==> config.mk <==
export PLATFORM = sky130hd
export DESIGN_NAME = step_dir_microstep_interpolator
export DESIGN_NICKNAME = d
export VERILOG_FILES = /design/src/rtl/stepdir_pkg.sv /design/src/rtl/microstep_timer.sv /design/src/rtl/step_dir_microstep_interpolator.sv /design/src/rtl/sync_2ff.sv
export SDC_FILE = /design/constraint.sdc
export NUM_CORES = 1
export LEC_CHECK = 0
export ABC_AREA = 1
export BUFFER_PORTS_ARGS = -buffer_cell sky130_fd_sc_hd__buf_2
export CORE_UTILIZATION = 55
export CTS_BUF_LIST = sky130_fd_sc_hd__clkbuf_4
export DETAILED_ROUTE_END_ITERATION = 7
export PLACE_DENSITY = 0.74
export RECOVER_POWER = 25
export SYNTH_ARGS = -nofsm -noshare
export SYNTH_HDL_FRONTEND = slang
export SYNTH_HIERARCHICAL = 1
export SYNTH_SLANG_ARGS = --single-unit
==> constraint.sdc <==
create_clock -name pclk -period 4.33 [get_ports pclk]
set_input_delay 0.2165 -clock pclk [delete_from_list [all_inputs] [get_ports pclk]]
set_output_delay 0.2165 -clock pclk [all_outputs]
set_load 0.02 [all_outputs]
==> src/rtl/stepdir_pkg.sv <==
package stepdir_pkg;

    // ------------------------------------------------------------------
    // Geometry
    // ------------------------------------------------------------------
    localparam int          POS_W         = 10;
    localparam int          TABLE_ENTRIES = 1024;
    localparam int          RES_W         = 4;
    localparam int          SCALE_W       = 5;
    localparam int          INT_W         = 3;
    localparam int          ADDR_W        = 8;
    localparam logic [3:0]  RES_FINEST    = 4'h0;
    localparam logic [3:0]  RES_FULL      = 4'h8;
    localparam int          IDLE_CYCLES   = 1048576;

    // ------------------------------------------------------------------
    // Register map
    // ------------------------------------------------------------------
    localparam logic [7:0]  ADDR_CTRL     = 8'h00;
    localparam logic [7:0]  ADDR_STATUS   = 8'h04;
    localparam logic [7:0]  ADDR_INT_STAT = 8'h08;
    localparam logic [7:0]  ADDR_INT_MASK = 8'h0c;
    localparam logic [7:0]  ADDR_PERIOD   = 8'h10;

    localparam int          CTRL_DEDGE    = 0;
    localparam int          CTRL_INTPOL   = 1;
    localparam int          CTRL_RES_LSB  = 4;
    localparam int          CTRL_HOLD_LSB = 8;
    localparam int          CTRL_RUN_LSB  = 16;
    localparam int          STAT_DIR      = 12;
    localparam int          STAT_STST     = 16;
    localparam int          STAT_SCALE    = 24;

    localparam logic [4:0]  HOLD_RST      = 5'h08;
    localparam logic [4:0]  RUN_RST       = 5'h1f;

    localparam int          INT_STST      = 0;
    localparam int          INT_STEP      = 1;
    localparam int          INT_JUMP      = 2;

endpackage

==> src/rtl/microstep_timer.sv <==
`timescale 1ns/1ps
module microstep_timer #(
    parameter int CNT_W = 21,
    parameter int LIMIT = 1048576
) (
    input  wire logic                           pclk,
    input  wire logic                           presetn,
    input  wire logic                           clk_en,
    input  wire logic                           start,
    input  wire logic                           enable,
    input  wire logic [stepdir_pkg::RES_W-1:0]  shift,
    output logic                                tick,
    output logic                                busy,
    output logic                                idle_full,
    output logic      [CNT_W-1:0]               period_q
);
    localparam logic [CNT_W-1:0] LIM = CNT_W'(LIMIT);
    localparam logic [CNT_W-1:0] ONE = CNT_W'(1);

    if (LIMIT < 2 || LIMIT >= (1 << CNT_W))
    begin : g_check
        $error("idle limit does not fit the period counter");
    end

    logic [CNT_W-1:0] elapsed_q;
    logic [CNT_W-1:0] spacing_q;
    logic [CNT_W-1:0] gap_q;
    logic [7:0]       left_q;

    function automatic logic [CNT_W-1:0] spacing(input logic [CNT_W-1:0] p,
                                                 input logic [3:0] s);
        logic [CNT_W-1:0] v;
        v = p >> s;
        return (v == '0) ? ONE : v;
    endfunction

    assign busy      = left_q != 8'h00;
    assign idle_full = elapsed_q == LIM;
    assign tick      = clk_en && enable && busy && gap_q == ONE;

    // Saturating step period measurement; saturation doubles as idle detect.
    always_ff @(posedge pclk or negedge presetn)
    begin
        if (!presetn)
        begin
            elapsed_q <= '0;
            period_q  <= '0;
        end
        else if (clk_en)
        begin
            if (start)
            begin
                period_q  <= elapsed_q;
                elapsed_q <= ONE;
            end
            else if (!idle_full)
            begin
                elapsed_q <= elapsed_q + ONE;
            end
        end
    end

    // A new step restarts the train; pending microsteps are dropped.
    always_ff @(posedge pclk or negedge presetn)
    begin
        if (!presetn)
        begin
            spacing_q <= ONE;
            gap_q     <= ONE;
            left_q    <= 8'h00;
        end
        else if (clk_en)
        begin
            if (start)
            begin
                spacing_q <= spacing(elapsed_q, shift);
                gap_q     <= spacing(elapsed_q, shift);
                left_q    <= enable ? 8'((9'h001 << shift) - 9'h001) : 8'h00;
            end
            else if (!enable)
            begin
                left_q <= 8'h00;
            end
            else if (busy)
            begin
                if (gap_q == ONE)
                begin
                    left_q <= left_q - 8'h01;
                    gap_q  <= spacing_q;
                end
                else
                begin
                    gap_q <= gap_q - ONE;
                end
            end
        end
    end

    property p_spacing;
        @(posedge pclk) disable iff (!presetn)
        clk_en && start |=> spacing_q == spacing($past(elapsed_q), $past(shift));
    endproperty
    a_spacing: assert property (p_spacing)
        else $error("microstep spacing is not the last period divided");

    property p_restart;
        @(posedge pclk) disable iff (!presetn)
        clk_en && start && enable |=>
            left_q == 8'((9'h001 << $past(shift)) - 9'h001);
    endproperty
    a_restart: assert property (p_restart)
        else $error("new step did not restart the microstep train");

    property p_interp_off;
        @(posedge pclk) disable iff (!presetn)
        clk_en && !enable |=> !busy;
    endproperty
    a_interp_off: assert property (p_interp_off)
        else $error("microsteps pending while interpolation is off");
endmodule

==> src/rtl/step_dir_microstep_interpolator.sv <==
// Contract
// - dedge set: both STEP edges count
// - synchronise STEP and DIR before use
// - counter indexes 1024-entry table, four full steps
// - DIR low adds width, high subtracts
// - width 1 finest, doubling to 256 full step
// - coarser resolution snaps to nearest valid position
// - full step visits 128, 384, 640, 896
// - half from 64 by 128, quarter 32 by 64
// - interpolation expands each step to width single microsteps (256 at full step)
// - interpolation only while intpol bit set
// - microsteps evenly spaced over previous period
// - no step for 2^20 cycles sets standstill
// - standstill selects hold current scale
// - next active step clears standstill
// - adapts after one period; pending microsteps abandoned
`timescale 1ns/1ps
module step_dir_microstep_interpolator #(
    parameter int IDLE_CYCLES = stepdir_pkg::IDLE_CYCLES
) (
    input  wire logic                              pclk,
    input  wire logic                              presetn,
    input  wire logic                              clk_en,
    input  wire logic                              step_in,
    input  wire logic                              dir_in,
    input  wire logic                              psel,
    input  wire logic                              penable,
    input  wire logic                              pwrite,
    input  wire logic [stepdir_pkg::ADDR_W-1:0]    paddr,
    input  wire logic [31:0]                       pwdata,
    output logic      [31:0]                       prdata,
    output logic                                   pready,
    output logic                                   pslverr,
    output logic      [stepdir_pkg::POS_W-1:0]     table_index,
    output logic      [stepdir_pkg::SCALE_W-1:0]   current_scale,
    output logic                                   standstill,
    output logic                                   irq
);
    localparam int CNT_W = $clog2(IDLE_CYCLES + 1);
    localparam int POS_W = stepdir_pkg::POS_W;

    if (IDLE_CYCLES < 16 || CNT_W > 32 || (1 << POS_W) != stepdir_pkg::TABLE_ENTRIES)
    begin : g_check
        $error("idle limit too small or table size inconsistent");
    end

    // ------------------------------------------------------------------
    // Position arithmetic
    // ------------------------------------------------------------------
    function automatic logic [POS_W-1:0] width(input logic [3:0] res);
        return POS_W'(11'h001 << res);
    endfunction

    function automatic logic [POS_W-1:0] move(input logic [POS_W-1:0] pos,
                                              input logic dir,
                                              input logic [POS_W-1:0] w);
        // Plain ten-bit arithmetic wraps around the electrical revolution.
        return dir ? pos - w : pos + w;
    endfunction

    // Centre of the cell that holds pos, never a zero-current entry; at finest resolution pos is returned unchanged.
    function automatic logic [POS_W-1:0] snap(input logic [POS_W-1:0] pos,
                                              input logic [3:0] res);
        logic [POS_W-1:0] w;
        w = width(res);
        if (res == stepdir_pkg::RES_FINEST)
        begin
            return pos;
        end
        return (pos & ~(w - POS_W'(1))) | (w >> 1);
    endfunction

    // ------------------------------------------------------------------
    // Pin front end
    // ------------------------------------------------------------------
    logic [1:0] pins_s;
    logic       step_s;
    logic       dir_s;
    logic       step_prev_q;
    logic       step_rise;
    logic       step_fall;
    logic       step_event;

    sync_2ff #(
        .W       (2)
    ) u_sync (
        .pclk    (pclk),
        .presetn (presetn),
        .clk_en  (clk_en),
        .d       ({dir_in, step_in}),
        .q       (pins_s)
    );

    assign step_s = pins_s[0];
    assign dir_s  = pins_s[1];

    always_ff @(posedge pclk or negedge presetn)
    begin
        if (!presetn)
        begin
            step_prev_q <= 1'b0;
        end
        else if (clk_en)
        begin
            step_prev_q <= step_s;
        end
    end

    logic       dedge_q;
    assign step_rise  = step_s && !step_prev_q;
    assign step_fall  = !step_s && step_prev_q;
    assign step_event = clk_en && (step_rise || (dedge_q && step_fall));

    // ------------------------------------------------------------------
    // Configuration register
    // ------------------------------------------------------------------
    logic                     intpol_q;
    logic [3:0]               res_q;
    logic [4:0]               hold_q;
    logic [4:0]               run_q;
    logic [stepdir_pkg::INT_W-1:0] int_stat_q;
    logic [stepdir_pkg::INT_W-1:0] int_mask_q;
    logic                     access;
    logic                     wr;
    logic                     mapped;
    logic                     wr_ctrl;
    logic [3:0]               new_res;
    logic                     regrid;

    assign access  = psel && penable && clk_en;
    assign wr      = access && pwrite;
    assign mapped  = paddr == stepdir_pkg::ADDR_CTRL || paddr == stepdir_pkg::ADDR_STATUS
                  || paddr == stepdir_pkg::ADDR_INT_STAT || paddr == stepdir_pkg::ADDR_INT_MASK
                  || paddr == stepdir_pkg::ADDR_PERIOD;
    assign wr_ctrl = wr && paddr == stepdir_pkg::ADDR_CTRL;
    assign new_res = pwdata[stepdir_pkg::CTRL_RES_LSB +: 4];
    // Resolutions beyond full step are refused; the field keeps its value.
    // A finer setting snaps as well, because a coarse position lies off the
    // finer grid and could otherwise walk onto a zero-current entry.
    assign regrid  = wr_ctrl && new_res <= stepdir_pkg::RES_FULL && new_res != res_q;

    always_ff @(posedge pclk or negedge presetn)
    begin
        if (!presetn)
        begin
            dedge_q  <= 1'b0;
            intpol_q <= 1'b0;
            res_q    <= stepdir_pkg::RES_FINEST;
            hold_q   <= stepdir_pkg::HOLD_RST;
            run_q    <= stepdir_pkg::RUN_RST;
        end
        else if (wr_ctrl)
        begin
            dedge_q  <= pwdata[stepdir_pkg::CTRL_DEDGE];
            intpol_q <= pwdata[stepdir_pkg::CTRL_INTPOL];
            hold_q   <= pwdata[stepdir_pkg::CTRL_HOLD_LSB +: 5];
            run_q    <= pwdata[stepdir_pkg::CTRL_RUN_LSB +: 5];
            if (new_res <= stepdir_pkg::RES_FULL)
            begin
                res_q <= new_res;
            end
        end
    end

    // ------------------------------------------------------------------
    // Interpolator
    // ------------------------------------------------------------------
    logic             interp_on;
    logic             tick;
    logic             busy;
    logic             idle_full;
    logic [CNT_W-1:0] period;
    logic             idir_q;

    assign interp_on = intpol_q && res_q != stepdir_pkg::RES_FINEST;

    microstep_timer #(
        .CNT_W     (CNT_W),
        .LIMIT     (IDLE_CYCLES)
    ) u_timer (
        .pclk      (pclk),
        .presetn   (presetn),
        .clk_en    (clk_en),
        .start     (step_event),
        .enable    (interp_on),
        .shift     (res_q),
        .tick      (tick),
        .busy      (busy),
        .idle_full (idle_full),
        .period_q  (period)
    );

    // ------------------------------------------------------------------
    // Microstep counter
    // ------------------------------------------------------------------
    // The target is where the step input says the rotor belongs; the
    // counter trails it by the microsteps still to be issued.
    logic [POS_W-1:0] count_q;
    logic [POS_W-1:0] target_q;
    logic [POS_W-1:0] base_t;
    logic [POS_W-1:0] base_c;

    assign base_t = regrid ? snap(target_q, new_res) : target_q;
    assign base_c = regrid ? snap(count_q, new_res) : count_q;

    always_ff @(posedge pclk or negedge presetn)
    begin
        if (!presetn)
        begin
            count_q  <= '0;
            target_q <= '0;
            idir_q   <= 1'b0;
        end
        else if (clk_en)
        begin
            if (step_event)
            begin
                target_q <= move(base_t, dir_s, width(regrid ? new_res : res_q));
                idir_q   <= dir_s;
                if (interp_on)
                begin
                    // Unissued microsteps are dropped: the counter jumps.
                    count_q <= move(base_t, dir_s, POS_W'(1));
                end
                else
                begin
                    count_q <= move(base_t, dir_s, width(regrid ? new_res : res_q));
                end
            end
            else
            begin
                target_q <= base_t;
                if (!interp_on)
                begin
                    count_q <= base_t;
                end
                else if (tick)
                begin
                    count_q <= move(base_c, idir_q, POS_W'(1));
                end
                else
                begin
                    count_q <= base_c;
                end
            end
        end
    end

    assign table_index = count_q;

    // ------------------------------------------------------------------
    // Standstill and current scale
    // ------------------------------------------------------------------
    always_ff @(posedge pclk or negedge presetn)
    begin
        if (!presetn)
        begin
            standstill    <= 1'b0;
            current_scale <= stepdir_pkg::RUN_RST;
        end
        else if (clk_en)
        begin
            if (step_event)
            begin
                standstill <= 1'b0;
            end
            else if (idle_full)
            begin
                standstill <= 1'b1;
            end
            current_scale <= standstill ? hold_q : run_q;
        end
    end

    // ------------------------------------------------------------------
    // Interrupts and register reads
    // ------------------------------------------------------------------
    logic [stepdir_pkg::INT_W-1:0] int_set;
    logic [31:0]                   rd_mux;

    assign int_set[stepdir_pkg::INT_STST] = clk_en && idle_full && !standstill && !step_event;
    assign int_set[stepdir_pkg::INT_STEP] = step_event;
    assign int_set[stepdir_pkg::INT_JUMP] = step_event && busy;

    // A new event outweighs a write-one-to-clear in the same cycle.
    always_ff @(posedge pclk or negedge presetn)
    begin
        if (!presetn)
        begin
            int_stat_q <= '0;
            int_mask_q <= '0;
        end
        else
        begin
            if (wr && paddr == stepdir_pkg::ADDR_INT_MASK)
            begin
                int_mask_q <= pwdata[stepdir_pkg::INT_W-1:0];
            end
            if (wr && paddr == stepdir_pkg::ADDR_INT_STAT)
            begin
                int_stat_q <= (int_stat_q & ~pwdata[stepdir_pkg::INT_W-1:0]) | int_set;
            end
            else
            begin
                int_stat_q <= int_stat_q | int_set;
            end
        end
    end

    assign irq     = |(int_stat_q & int_mask_q);
    assign pready  = clk_en;
    assign pslverr = psel && penable && !mapped;

    always_comb
    begin
        rd_mux = '0;
        case (paddr)
            stepdir_pkg::ADDR_CTRL:
            begin
                rd_mux[stepdir_pkg::CTRL_DEDGE]          = dedge_q;
                rd_mux[stepdir_pkg::CTRL_INTPOL]         = intpol_q;
                rd_mux[stepdir_pkg::CTRL_RES_LSB +: 4]   = res_q;
                rd_mux[stepdir_pkg::CTRL_HOLD_LSB +: 5]  = hold_q;
                rd_mux[stepdir_pkg::CTRL_RUN_LSB +: 5]   = run_q;
            end
            stepdir_pkg::ADDR_STATUS:
            begin
                rd_mux[POS_W-1:0]                        = count_q;
                rd_mux[stepdir_pkg::STAT_DIR]            = dir_s;
                rd_mux[stepdir_pkg::STAT_STST]           = standstill;
                rd_mux[stepdir_pkg::STAT_SCALE +: 5]     = current_scale;
            end
            stepdir_pkg::ADDR_INT_STAT: rd_mux[stepdir_pkg::INT_W-1:0] = int_stat_q;
            stepdir_pkg::ADDR_INT_MASK: rd_mux[stepdir_pkg::INT_W-1:0] = int_mask_q;
            stepdir_pkg::ADDR_PERIOD:   rd_mux[CNT_W-1:0]              = period;
            default:                    rd_mux                         = '0;
        endcase
    end

    // Read data is captured in the setup cycle so the access needs no wait.
    always_ff @(posedge pclk or negedge presetn)
    begin
        if (!presetn)
        begin
            prdata <= '0;
        end
        else if (clk_en && psel && !penable && !pwrite)
        begin
            prdata <= rd_mux;
        end
    end

    // ------------------------------------------------------------------
    // Checks
    // ------------------------------------------------------------------
    property p_dir_step;
        @(posedge pclk) disable iff (!presetn)
        step_event && !interp_on && !regrid |=> count_q == ($past(dir_s)
            ? $past(target_q) - $past(width(res_q)) : $past(target_q) + $past(width(res_q)));
    endproperty
    a_dir_step: assert property (p_dir_step)
        else $error("step did not move the counter by the width");

    property p_single_edge;
        @(posedge pclk) disable iff (!presetn)
        clk_en && step_fall && !dedge_q && !regrid |=> $stable(target_q);
    endproperty
    a_single_edge: assert property (p_single_edge)
        else $error("falling step edge moved counter in single-edge mode");

    property p_fullstep;
        @(posedge pclk) disable iff (!presetn)
        res_q == stepdir_pkg::RES_FULL |-> target_q[7:0] == 8'h80;
    endproperty
    a_fullstep: assert property (p_fullstep)
        else $error("full step position off the 45 degree grid");

    property p_valid_pos;
        @(posedge pclk) disable iff (!presetn)
        res_q != stepdir_pkg::RES_FINEST && !intpol_q && $past(!intpol_q) |->
            count_q == snap(count_q, res_q);
    endproperty
    a_valid_pos: assert property (p_valid_pos)
        else $error("counter not on a valid position for the resolution");

    property p_stst_set;
        @(posedge pclk) disable iff (!presetn)
        clk_en && idle_full && !step_event |=> standstill;
    endproperty
    a_stst_set: assert property (p_stst_set)
        else $error("standstill not flagged after idle limit");

    property p_stst_clear;
        @(posedge pclk) disable iff (!presetn)
        step_event |=> !standstill ##1 (current_scale == $past(run_q) || !$past(clk_en));
    endproperty
    a_stst_clear: assert property (p_stst_clear)
        else $error("step did not clear standstill");

    property p_hold;
        @(posedge pclk) disable iff (!presetn)
        clk_en && standstill |=> current_scale == $past(hold_q);
    endproperty
    a_hold: assert property (p_hold)
        else $error("hold current not applied in standstill");

    property p_tick_move;
        @(posedge pclk) disable iff (!presetn)
        tick && !step_event && !regrid |=>
            count_q == ($past(idir_q) ? $past(count_q) - POS_W'(1) : $past(count_q) + POS_W'(1));
    endproperty
    a_tick_move: assert property (p_tick_move)
        else $error("microstep did not move counter by one");
endmodule

==> src/rtl/sync_2ff.sv <==
`timescale 1ns/1ps
module sync_2ff #(
    parameter int W = 2
) (
    input  wire logic         pclk,
    input  wire logic         presetn,
    input  wire logic         clk_en,
    input  wire logic [W-1:0] d,
    output logic      [W-1:0] q
);
    logic [W-1:0] meta_q;

    always_ff @(posedge pclk or negedge presetn)
    begin
        if (!presetn)
        begin
            meta_q <= '0;
            q      <= '0;
        end
        else if (clk_en)
        begin
            meta_q <= d;
            q      <= meta_q;
        end
    end

    property p_sync_delay;
        @(posedge pclk) disable iff (!presetn)
        $past(presetn) && $past(presetn, 2) && $past(clk_en) && $past(clk_en, 2) |->
            q == $past(d, 2);
    endproperty
    a_sync_delay: assert property (p_sync_delay)
        else $error("synchroniser output is not the input two edges back");
endmodule

* After elaboration in Yosys (flattened, before gate mapping)
Index checks and enable logic that the tools add are counted. W data, S select, Z words.
Storage, ports and cells: bits in registers 172, bits of input ports 48, output and inout bits 51, word-level logic and storage cells 150
Cells by class: add/subtract/negate cells 11, order comparisons 1, equality and inequality tests 10, shift-type cells 4, multiplexer cells 42, bitwise operators 10, reductions and logical operators 51
Operator list (number):
- $mux W21 | 7
- $mux W10 | 14
- $mux W8 | 5
- $sub A10 B1 Y10 const B | 3
- $logic_and A1 B1 Y1 | 24
- $add A21 B1 Y21 const B | 1
- $eq A21 B1 Y1 const B | 1
- $eq A21 B21 Y1 const B | 1
- $logic_not A21 Y1 | 1
- $shr A21 B4 Y21 | 1
- $sub A21 B1 Y21 const B | 1
- $add A10 B1 Y10 const B | 2
- $and A10 B10 Y10 | 2
- $or A10 B9 Y10 | 2
- $shl A1 B4 Y10 const A | 2
- $pmux W6 S3 | 1
- $eq A8 B4 Y1 const B | 2
- $sub A8 B1 Y8 const B | 2
- $add A10 B10 Y10 | 1
- $mux W5 | 2
- $not A10 Y10 | 1
- $pmux W2 S5 | 1
- $sub A10 B10 Y10 | 1
- $eq A8 B3 Y1 const B | 1
- other kinds (27) | 50

* Logic depth before layout (Yosys ltp)
Gate-level depths: netlist of run 1.
word-level depth 12, gate-level depth with buffers 31, mapped depth without buffers 31

* Hierarchy
Netlist of run 1, hierarchy kept.
By module, submodules not included:
- microstep_timer | instances 1, cells each 908, area each 6271.0 um^2
- step_dir_microstep_interpolator | instances 1, cells each 819, area each 5691.7 um^2
- sync_2ff | instances 1, cells each 17, area each 148.9 um^2

* Least setup slack after synthesis of run 1
OpenSTA, ideal clock, no wires.
path kind input port to flip-flop, start point input port paddr[7] (netlist name), end point register count_q[9], in the netlist table_index[9], setup time 0.117 ns, arrival time 3.263 ns, required time 4.213 ns, setup slack 0.950 ns, cell stages on the path 31, path buffers 0, cell sequence nor2_2 > nand2_2 > nor2_4 > nand3_4 > nand2_1 > nand2_2 > nor2_1 > inv_1 > nor2_1 > inv_1 > ha_1 > nor2_1 > a31oi_1 > o21ai_1 > xnor2_1 > inv_1 > ha_1 > inv_1 > o21ai_0 > a31oi_1 > nand3_1 > nand2_1 > nand2_1 > inv_1 > nand3_1 > nand2_1 > nand2_1 > nand2_1 > nand2_1 > nand2_1 > nand2_1
On the way: cells in the longest elaborated chain, start to end 10, elaborated cells on any way between the ends 21
RTL lines:
- start: declaration | line step_dir_microstep_interpolator.sv:29 | input wire logic [stepdir_pkg::ADDR_W-1:0] paddr,
- $logic_not A8 Y1 (*) | line step_dir_microstep_interpolator.sv:135 | assign wr_ctrl = wr && paddr == stepdir_pkg::ADDR_CTRL;
- $logic_and A1 B1 Y1 (*) | line step_dir_microstep_interpolator.sv:135
- $logic_and A1 B1 Y1 (*) (2 in series) | line step_dir_microstep_interpolator.sv:140 | assign regrid = wr_ctrl && new_res <= stepdir_pkg::RES_FULL && new_res != res_q;
- $mux W10 / $mux W4 (equally long branches) | line step_dir_microstep_interpolator.sv:204, step_dir_microstep_interpolator.sv:227
- $add A10 B1 Y10 (tied with other cells) | line step_dir_microstep_interpolator.sv:58 | return dir ? pos - w : pos + w;
- $mux W10 (tied with other cells) | line step_dir_microstep_interpolator.sv:58
- $mux W10, on equally long branches | line step_dir_microstep_interpolator.sv:237, step_dir_microstep_interpolator.sv:58
- $mux W10, on equally long branches | line step_dir_microstep_interpolator.sv:233, step_dir_microstep_interpolator.sv:220
- $mux W10 (*) | line step_dir_microstep_interpolator.sv:216 | if (step_event)
- end signal: assignment | line step_dir_microstep_interpolator.sv:235 | count_q <= base_t;
- end signal: assignment | line step_dir_microstep_interpolator.sv:239 | count_q <= move(base_c, idir_q, POS_W'(1));
- end signal: assignment | line step_dir_microstep_interpolator.sv:243 | count_q <= base_c;
- end: declaration | line step_dir_microstep_interpolator.sv:198 | logic [POS_W-1:0] count_q;
Mark *: on every way between the ends. The rest lies on a longest branch, timed or not. A chain may end at the register's enable or synchronous reset.

* Final worst setup path of run 1
start point register res_q[3], end point register count_q[9], in the netlist table_index[9]
On the way: cells in the longest elaborated chain, start to end 8, elaborated cells on any way between the ends 24
RTL lines:
- start: declaration | line step_dir_microstep_interpolator.sv:118 | logic [3:0] res_q;
- start signal: assignment | line step_dir_microstep_interpolator.sv:148 | res_q <= stepdir_pkg::RES_FINEST;
- start signal: assignment | line step_dir_microstep_interpolator.sv:160 | res_q <= new_res;
- $ne A4 B4 Y1 / $reduce_bool A4 Y1 (equally long branches) | line step_dir_microstep_interpolator.sv:140, step_dir_microstep_interpolator.sv:175
- $logic_and A1 B1 Y1, on equally long branches | line step_dir_microstep_interpolator.sv:140, step_dir_microstep_interpolator.sv:175
- $mux W10 (tied with other cells) | line step_dir_microstep_interpolator.sv:204 | assign base_c = regrid ? snap(count_q, new_res) : count_q;
- $add A10 B1 Y10 (tied with other cells) | line step_dir_microstep_interpolator.sv:58
- $mux W10 (tied with other cells) | line step_dir_microstep_interpolator.sv:58
- $mux W10, on equally long branches | line step_dir_microstep_interpolator.sv:237, step_dir_microstep_interpolator.sv:58
- $mux W10, on equally long branches | line step_dir_microstep_interpolator.sv:233, step_dir_microstep_interpolator.sv:220
- $mux W10 (*) | line step_dir_microstep_interpolator.sv:216
Marked as above.

==> impl_metrics.json, run 1 <==
{
  "drv_slew": 110,
  "avgViaCountPerCell": 5.695,
  "die_x_um": 150.4,
  "leakage_uw": 0.006517,
  "cp.depth": 27,
  "drc_errors": 0,
  "critPathLaunchType": "register",
  "grt_pass1_wl_mm": 54.53,
  "finalNonFillerCells": 2095,
  "period_minus_slack_ps": 3613,
  "num_vias": 11931,
  "crit_required_ps": 4850,
  "io_pins": 99,
  "dr.pass1.iters": 5,
  "power_uw": 5377,
  "cts_max_path_buffers": 2,
  "coreArea_um2": 21290,
  "powerDensity_nw_per_um2": 410.9,
  "nNetsFinal": 1890,
  "start_util": 0.5690,
  "yosys.area.top_type": "dfrtp_1",
  "place_hpwl_mm": 25.07,
  "ctsHtreeMaxLevel": 4,
  "antenna_left": 0,
  "placedCellCount": 2045,
  "cts.sinks": 172,
  "worstRegToRegCells": 27,
  "max-vdd-ir-drop_v": 0.0002200,
  "max_freq_mhz": 276.8,
  "endpoint_kind": "register",
  "numPortBuffers": 77,
  "syn-instance-count": 1744,
  "yosysWarnings": 6,
  "synth-seq-area-share": 0.3567,
  "violations": "capacitance limit, slew limit",
  "drive_above_1_share": 0.1177,
  "crit_family": "simple AND/OR/NAND/NOR gates",
  "grt_usage": 0.3079,
  "grt_max_degree": 110,
  "num_rows": 53,
  "maxCapViolCount": 1,
  "synth_async_sr_flop_share": 1.000,
  "finalHoldViolCount": 0,
  "die_y_um": 150.4,
  "final.setup.tns_ps": 0,
  "cts_tree": "done",
  "routed_wl_mm": 33.69,
  "finalSetupViolCount": 0,
  "maxSlewHeadroom": -0.7804,
  "fp.dieArea_um2": 22620,
  "antenna_found_initial": 2,
  "cts-root-buf": "clkbuf_4",
  "path_buf_inv": 5,
  "grt_overflow": 0,
  "ys_types": 57,
  "regArea_um2": 4320,
  "gp_congestion": 0.9417,
  "cpMostUsedCell": "nand2_1",
  "crit_end": "table_index[9]",
  "reg2reg_to": "table_index[9]",
  "synth_flop_cell": "dfrtp_1",
  "numCtsBuffers": 17,
  "timing.final.crit_share": 0.8344,
  "drt_iter0_drc": 1250,
  "syn_avg_cell_area_um2": 6.945,
  "critical_path.max_fanout": 9,
  "area_growth_pct": 8.048,
  "synthTopCellsByCount": "487 x nand2_1, 197 x inv_1, 159 x dfrtp_1",
  "syn_area_um2": 12110,
  "fin_worst_skew_ps": 40.44,
  "multi_input_area_um2": 6545,
  "wl_per_cell_um": 16.08,
  "synth-edff-count": 0,
  "fillCellCount": 1993,
  "cp_slowest_cell": "dfrtp_1",
  "worstPathArrival_ps": 4130,
  "hp-class": "in -> reg",
  "worst_slew_pin_slew_ps": 2671,
  "grt_pass1_vias": 10981,
  "rr_startpoint": "res_q[3]",
  "yosys-top-cells-area": "dfrtp_1 33%, nand2_1 15%, inv_1 6.1%",
  "cts.clk_slew.worst_paths_ps": 180,
  "status": "finished with violations",
  "ys_seq_elements": 172,
  "slowest_delay_ps": 460,
  "cp-startpoint": "res_q[3]",
  "reg2reg_setup_slack_ps": 720,
  "crit_type": "reg -> reg",
  "clk_latency_ps": 620,
  "rsz0062_at_grt": "no",
  "synth.most_common_cell": "nand2_1",
  "yosysTopAreaCellShare": 0.3285
}
## worst min-delay path, cell delays in order
cell and delay (ps):
buf_2 180, o21ai_2 130, inv_2 80
## power by group
part | switching, uW | total (uW) | internal [uW]
Sequential | 275 | 2190 | 1910
Clock | 743 | 1040 | 294
Combinational | 1390 | 2150 | 767
Total | 2400 | 5380 | 2970
## layout by cell type (no fill, tap or decap), types with 13 or more instances in the layout
| master | n |
|---|---|
| ha_1 | 34 |
| nor2_1 | 134 |
| nand2_1 | 489 |
| o22ai_1 | 27 |
| o31ai_1 | 16 |
| nor3_1 | 22 |
| dfrtp_1 | 159 |
| dfstp_2 | 13 |
| buf_4 | 21 |
| o211ai_1 | 15 |
| a21oi_1 | 77 |
| inv_1 | 197 |
| clkbuf_4 | 17 |
| xor2_1 | 36 |
| o21ai_0 | 132 |
| nand4_1 | 26 |
| buf_2 | 76 |
| a31oi_1 | 14 |
| inv_2 | 18 |
| o21ai_1 | 33 |
| nand3_1 | 129 |
| dlygate4sd3_1 | 16 |
## worst min path at each step
stage / startpoint / to / slack (ps) / depth (start not counted)
after global routing: pwdata[5] / res_q[1] / 40 / 3
after floorplan: presetn / dedge_q / -80 / 0
after detailed placement: presetn / u_timer/gap_q[19] / 410 / 1
after global placement: presetn / u_timer/gap_q[15] / 410 / 1
final: pwdata[5] / res_q[1] / 50 / 3
after CTS: pwdata[5] / res_q[1] / 20 / 3
## layer usage
| metal | vias up | part of all wire | GRT usage |
|---|---|---|---|
| li1 | 5808 | - | - |
| met1 | 5591 | 0.44 | 0.4240 |
| met2 | 465 | 0.45 | 0.4825 |
| met3 | 67 | 0.072 | 0.05091 |
| met4 | 0 | 0.029 | 0.1202 |
| met5 | - | 0 | 0 |
## state kept, by name, summed over array words and instances, names as in the netlist, 8 cells and up
signal	flops
u_timer/gap_q	21
prdata	26
u_timer/spacing_q	21
u_timer/period_q	21
table_index	10
target_q	10
u_timer/elapsed_q	21
u_timer/left_q	8
## final cells by class
type,count,area share
Tap cell,275,0.02629
Multi-Input combinational cell,1281,0.5001
Clock inverter,15,0.01616
Clock buffer,17,0.009752
Sequential cell,172,0.3301
Inverter,219,0.06339
Timing Repair Buffer,114,0.05373
Antenna cell,2,0.0003824
## stage by stage
stage | util | setup WS [ps] | hold WS [ps] | cell area, um2
after floorplan | - | 949.7 | -79.09 | 12130
after global placement | 0.5918 | 472.4 | 408.1 | 12600
after global routing | 0.6146 | 307.4 | 41.34 | 13080
after detailed placement | 0.5918 | 348.8 | 407.3 | 12600
after CTS | 0.6153 | 819.5 | 17.40 | 13100
final | 0.6148 | 717.2 | 51.15 | 13090
## kinds of logic after synthesis
kind of cell	Yosys count	synth area share
AOI/OAI and AO/OA	336	0.1568
adders and majority gates	37	0.04008
DFF	172	0.3567
other	1	0.0003096
muxes	2	0.001859
and+or+nand+nor	854	0.3071
buffers and inverters	296	0.1038
xor gates and xnor gates	46	0.03326
## repair_timing
action / CTS / global route
setup buffers: 0 / 0
gates resized for setup: 0 / 0
endpoints found under the hold margin: 114 / 0
hold buffers: 16 / 0
No activity file was read; power rests on OpenSTA's default activity.
==> run 2, diff against run 1 <==
PLACE_DENSITY = 0.77   (was 0.74)
clock period = 3.25 ns   (was 4.33 ns; I/O delays follow)
==> impl_metrics.json, run 2 (same netlist as run 1, synthesis figures left out) <==
{
  "drc_errors": 0,
  "numCtsBuffers": 17,
  "slowest_delay_ps": 470,
  "fp.dieArea_um2": 22620,
  "ctsHtreeMaxLevel": 4,
  "timing.final.crit_share": 0.9617,
  "crit_type": "reg -> reg",
  "grt_usage": 0.3155,
  "fin_worst_skew_ps": 37.66,
  "final_cell_mix": "472 x nand2_1, 183 x inv_1, 158 x dfrtp_1, 127 x nand3_1",
  "grt_use_met1": 0.4320,
  "numPortBuffers": 77,
  "wl_per_cell_um": 16.34,
  "place_area_um2": 13230,
  "avgViaCountPerCell": 5.686,
  "max-vdd-ir-drop_v": 0.0004267,
  "clockPowerShare": 0.173,
  "max_freq_mhz": 319.9,
  "hold_start": "paddr[2]",
  "dr.pass1.iters": 6,
  "cts_tree": "done",
  "cts_max_path_buffers": 2,
  "grt_overflow": 0,
  "period_minus_slack_ps": 3126,
  "dp_worst_setup_slack_ps": -403.1,
  "p_int_uw": 4432,
  "clk_latency_ps": 610,
  "critical_path.max_fanout": 4,
  "power_frac_comb": 0.455,
  "top_usage_layer": "met2",
  "cp_slowest_cell": "dfrtp_1",
  "layout_commonest_cell": "nand2_1",
  "rsz0062_at_grt": "yes",
  "grt_use_met2": 0.5025,
  "leakage_uw": 0.006997,
  "antenna_found_initial": 1,
  "worstPathCellList": "nand2_1 > nand2_2 > nor2_4 > inv_2 > nor2_4 > inv_1 > ha_2 > nor2_4 > buf_4 > xnor2_1 > inv_1 > ha_4 > a21oi_4 > buf_4 > buf_4 > o31ai_1 > o21ai_0 > o21ai_0 > a21oi_1 > a31oi_1",
  "maxSlewHeadroom": -0.7643,
  "largest_reg_flops": 26,
  "drive_above_1_share": 0.2041,
  "path_buf_inv": 6,
  "worst_slew_pin_slew_ps": 2646,
  "crit_required_ps": 3730,
  "rr_startpoint": "res_q[3]",
  "maxCapViolCount": 1,
  "switching_share": 0.4406,
  "cts.sinks": 172,
  "grt_pass1_wl_mm": 55.80,
  "start_util": 0.5690,
  "cts.clk_slew.worst_paths_ps": 200,
  "violations": "capacitance limit, slew limit",
  "io_pins": 99,
  "die_y_um": 150.4,
  "place_hpwl_mm": 26.06,
  "area_growth_pct": 17.55,
  "switchingPower_uw": 3491,
  "num_rows": 53,
  "drv_slew": 100,
  "num_vias": 12442,
  "grt_pass1_vias": 11321,
  "endpoint_kind": "register",
  "status": "finished with violations",
  "gr-usage-met3": 0.05758,
  "crit_family": "compound AO/OA/AOI/OAI gates",
  "p_seq_frac": 0.372,
  "nNetsFinal": 1983,
  "finalSetupViolCount": 0,
  "hp-class": "in -> reg",
  "drt_iter0_drc": 1276,
  "finalHoldViolCount": 0,
  "cp-startpoint": "res_q[3]",
  "antenna_left": 0,
  "worst_slack_ps": 124.4,
  "cts-root-buf": "clkbuf_4",
  "reg2reg_setup_slack_ps": 120,
  "coreArea_um2": 21290,
  "final_cell_area_um2": 14240,
  "grt_max_degree": 101,
  "worstPathArrival_ps": 3610,
  "powerDensity_nw_per_um2": 556.4,
  "critPathLaunchType": "register",
  "routed_wl_mm": 35.76,
  "whs_ps": 80.72,
  "regMostFlops": "prdata",
  "die_x_um": 150.4,
  "gp_congestion": 0.9308
}
## run 2: layer usage
layer,up-vias,routed length [um]
li1,6008,-
met3,61,2605
met2,481,16570
met4,0,874
met5,-,0
met1,5892,15700
## run 2: power groups by stage
| stage | sequential (uW) | combinational (uW) | clock, uW |
|---|---|---|---|
| floorplan | 2900 | 2080 | 0 |
| global placement | 2940 | 3070 | 0 |
| detailed placement | 2950 | 3150 | 0 |
| CTS | 2910 | 3200 | 1390 |
| global route | 2990 | 4010 | 1470 |
| finish | 2940 | 3610 | 1370 |
## run 2: final timing paths
path | depth (start not counted) | endpoint
worst max-delay path | 20 | table_index[3]
worst min-delay path | 6 | int_stat_q[2]
worst max register to register | 20 | table_index[3]
worst min register to register | 2 | u_timer/spacing_q[0]
max in group asynchronous | 2 | res_q[2]
min in group asynchronous | 2 | u_timer/gap_q[15]
## run 2: what timing repair did
item,in CTS,in global routing
gates resized for setup,7,100
pin swaps,2,47
endpoints found under the hold margin,115,0
buffers inserted,0,12
setup endpoints to repair,4,11
hold buffers,16,0
## run 2: through the flow
step / setup TNS, ps / utilization / power, uW / std cells
after detailed placement: -2773 / 0.6213 / 6109 / 2126
after global placement: -1227 / 0.6213 / 6009 / 2126
final: 0 / 0.6688 / 7922 / 2188
after global routing: -239.9 / 0.6688 / 8463 / 2188
after floorplan: 0 / - / 4978 / 1749
after CTS: 0 / 0.6457 / 7500 / 2174
## run 2: final cells by class
| class | count | area (um2) |
|---|---|---|
| fill | 1865 | 7049 |
| multi-input combinational | 1281 | 6979 |
| sequential | 172 | 4322 |
| timing repair buffer | 207 | 1421 |
| inverter | 219 | 832.0 |
| tap | 275 | 344.1 |
| clock inverter | 15 | 206.4 |
| clock buffer | 17 | 127.6 |
| antenna | 2 | 5.005 |
## run 2: worst min-delay path, cell delays in order
cell,delay [ps]
buf_2,90
buf_4,100
nor4_1,80
nand2_1,100
o21ai_0,90
nand2_1,60
==> run 3, diff against run 2 <==
CORE_MARGIN = 2   (was default)
==> impl_metrics.json, run 3 (same netlist as run 1, synthesis figures left out) <==
{
  "dr.pass1.iters": 6,
  "numPortBuffers": 77,
  "maxSlewHeadroom": -0.4420,
  "area_growth_pct": 16.96,
  "place_hpwl_mm": 25.91,
  "grt_pass1_vias": 11556,
  "die_y_um": 152.4,
  "drv_slew": 87,
  "largest_reg_flops": 26,
  "num_rows": 54,
  "layout_commonest_cell": "nand2_1",
  "fillCellCount": 1923,
  "grt_use_met1": 0.4132,
  "nNetsFinal": 1985,
  "final_cell_area_um2": 14170,
  "drive_above_1_share": 0.1955,
  "power_uw": 7785,
  "antenna_found_initial": 1,
  "ctsHtreeMaxLevel": 4,
  "numCtsBuffers": 17,
  "status": "finished with violations",
  "routed_wl_mm": 35.24,
  "cts_max_path_buffers": 2,
  "place_area_um2": 13260,
  "maxCapViolCount": 1,
  "grt_usage": 0.2975,
  "hp-class": "in -> reg",
  "dp_worst_setup_slack_ps": -414.0,
  "regMostFlops": "prdata",
  "clk_latency_ps": 620,
  "io_pins": 99,
  "max-vdd-ir-drop_v": 0.0003698,
  "grt_pass1_wl_mm": 57.04,
  "antenna_left": 0,
  "grt_max_degree": 88,
  "finalSetupViolCount": 0,
  "leakage_uw": 0.006988,
  "final.setup.tns_ps": 0,
  "cts-root-buf": "clkbuf_4",
  "period_minus_slack_ps": 3168,
  "cts.clk_slew.worst_paths_ps": 180,
  "gp_congestion": 0.9481,
  "worstPathArrival_ps": 3680,
  "grt_use_met2": 0.4886,
  "worst_slew_pin_slew_ps": 2163,
  "violations": "capacitance limit, slew limit",
  "crit_required_ps": 3760,
  "coreArea_um2": 21690,
  "final_cell_mix": "479 x nand2_1, 187 x inv_1, 159 x dfrtp_1, 128 x nor2_1, 128 x nand3_1",
  "finalHoldViolCount": 0,
  "max_freq_mhz": 315.7,
  "drc_errors": 0,
  "crit_type": "reg -> reg",
  "fp.dieArea_um2": 23220,
  "drt_iter0_drc": 1212,
  "die_x_um": 152.4,
  "cts_tree": "done",
  "critical_path.max_fanout": 4,
  "num_vias": 12455,
  "avgViaCountPerCell": 5.677,
  "start_util": 0.5584,
  "cts.sinks": 172,
  "fin_worst_skew_ps": 34.98,
  "gr-usage-met3": 0.03811,
  "powerDensity_nw_per_um2": 549.6,
  "timing.final.crit_share": 0.9747,
  "top_usage_layer": "met2",
  "endpoint_kind": "register",
  "wl_per_cell_um": 16.06,
  "critPathLaunchType": "register",
  "worst_slack_ps": 82.31,
  "grt_overflow": 0
}
==> run 3: changes by cell type in the layout (fill, tap and decap cells not counted), sizes merged <==
| cell | change |
|---|---|
| clkbuf | +2 |
| clkinv | +2 |
| diode | -1 |
| inv | -2 |
==> run 3: path summary, 6_finish.rpt <==
kind / endpoint / slack [ps] / start / depth (start not counted)
max in group asynchronous: target_q[3] / 1280 / presetn / 3
hold / removal: int_stat_q[2] / 110 / paddr[2] / 6
min in group asynchronous: u_timer/gap_q[17] / 670 / presetn / 2
hold reg to reg: u_timer/spacing_q[0] / 490 / u_timer/spacing_q[0] / 2
setup reg to reg: table_index[8] / 80 / res_q[2] / 20
setup / recovery: table_index[8] / 80 / res_q[2] / 20
==> run 3: area by class of cell <==
cell class,count,area (um2),share of cell area
repair buffers,209,1425,0.1006
well taps,280,350.3,0.02473
clock buffers,17,127.6,0.009009
clock inverters,15,211.5,0.01493
diodes,1,2.502,0.0001766
flip-flops and latches,172,4320,0.3050
inverters,219,829.5,0.05856
multi-input cells,1281,6899,0.4870
==> run 3: worst max-delay path, cell delays in order (launching register included) <==
cell	delay, ps
dfrtp_1	470
nand2_1	110
nand2_2	80
nor2_4	100
buf_4	130
nand2_2	80
ha_4	170
nor2_4	130
a31oi_4	60
buf_4	150
xor2_1	130
ha_1	340
buf_4	130
inv_1	50
nor4_2	250
nand2_1	140
nand3_2	100
a31oi_2	90
or2_4	240
nand3_1	70
nand2_1	60
==> run 3: repair_timing <==
action / CTS / global route
endpoints found under the setup margin: 2 / 12
buffers inserted: 0 / 10
resized for setup: 3 / 80
pin swaps: 0 / 26
hold buffers: 16 / 0
hold endpoints to repair: 93 / 0
==> run 3: layer usage <==
| layer | wire, um | vias to the layer above |
|---|---|---|
| li1 | - | 6014 |
| met1 | 15440 | 5871 |
| met2 | 16550 | 505 |
| met3 | 2363 | 65 |
| met4 | 883 | 0 |
| met5 | 0 | - |
==> run 3: report_power, final <==
part / switching [uW] / leakage [uW] / internal [uW]
Clock: 981 / 0.000172 / 383
Combinational: 2040 / 0.00460 / 1440
Sequential: 394 / 0.00221 / 2550
==> run 3: per-stage QoR <==
stage          hold slack (ps)  utilization  std cells
2_1_floorplan           -133.1            -       1749
3_3_place_gp             266.0       0.6115       2135
3_5_place_dp             262.9       0.6115       2135
4_1_cts                  62.62       0.6349       2183
5_1_grt                  114.7       0.6532       2194
6_report                 105.2       0.6532       2194
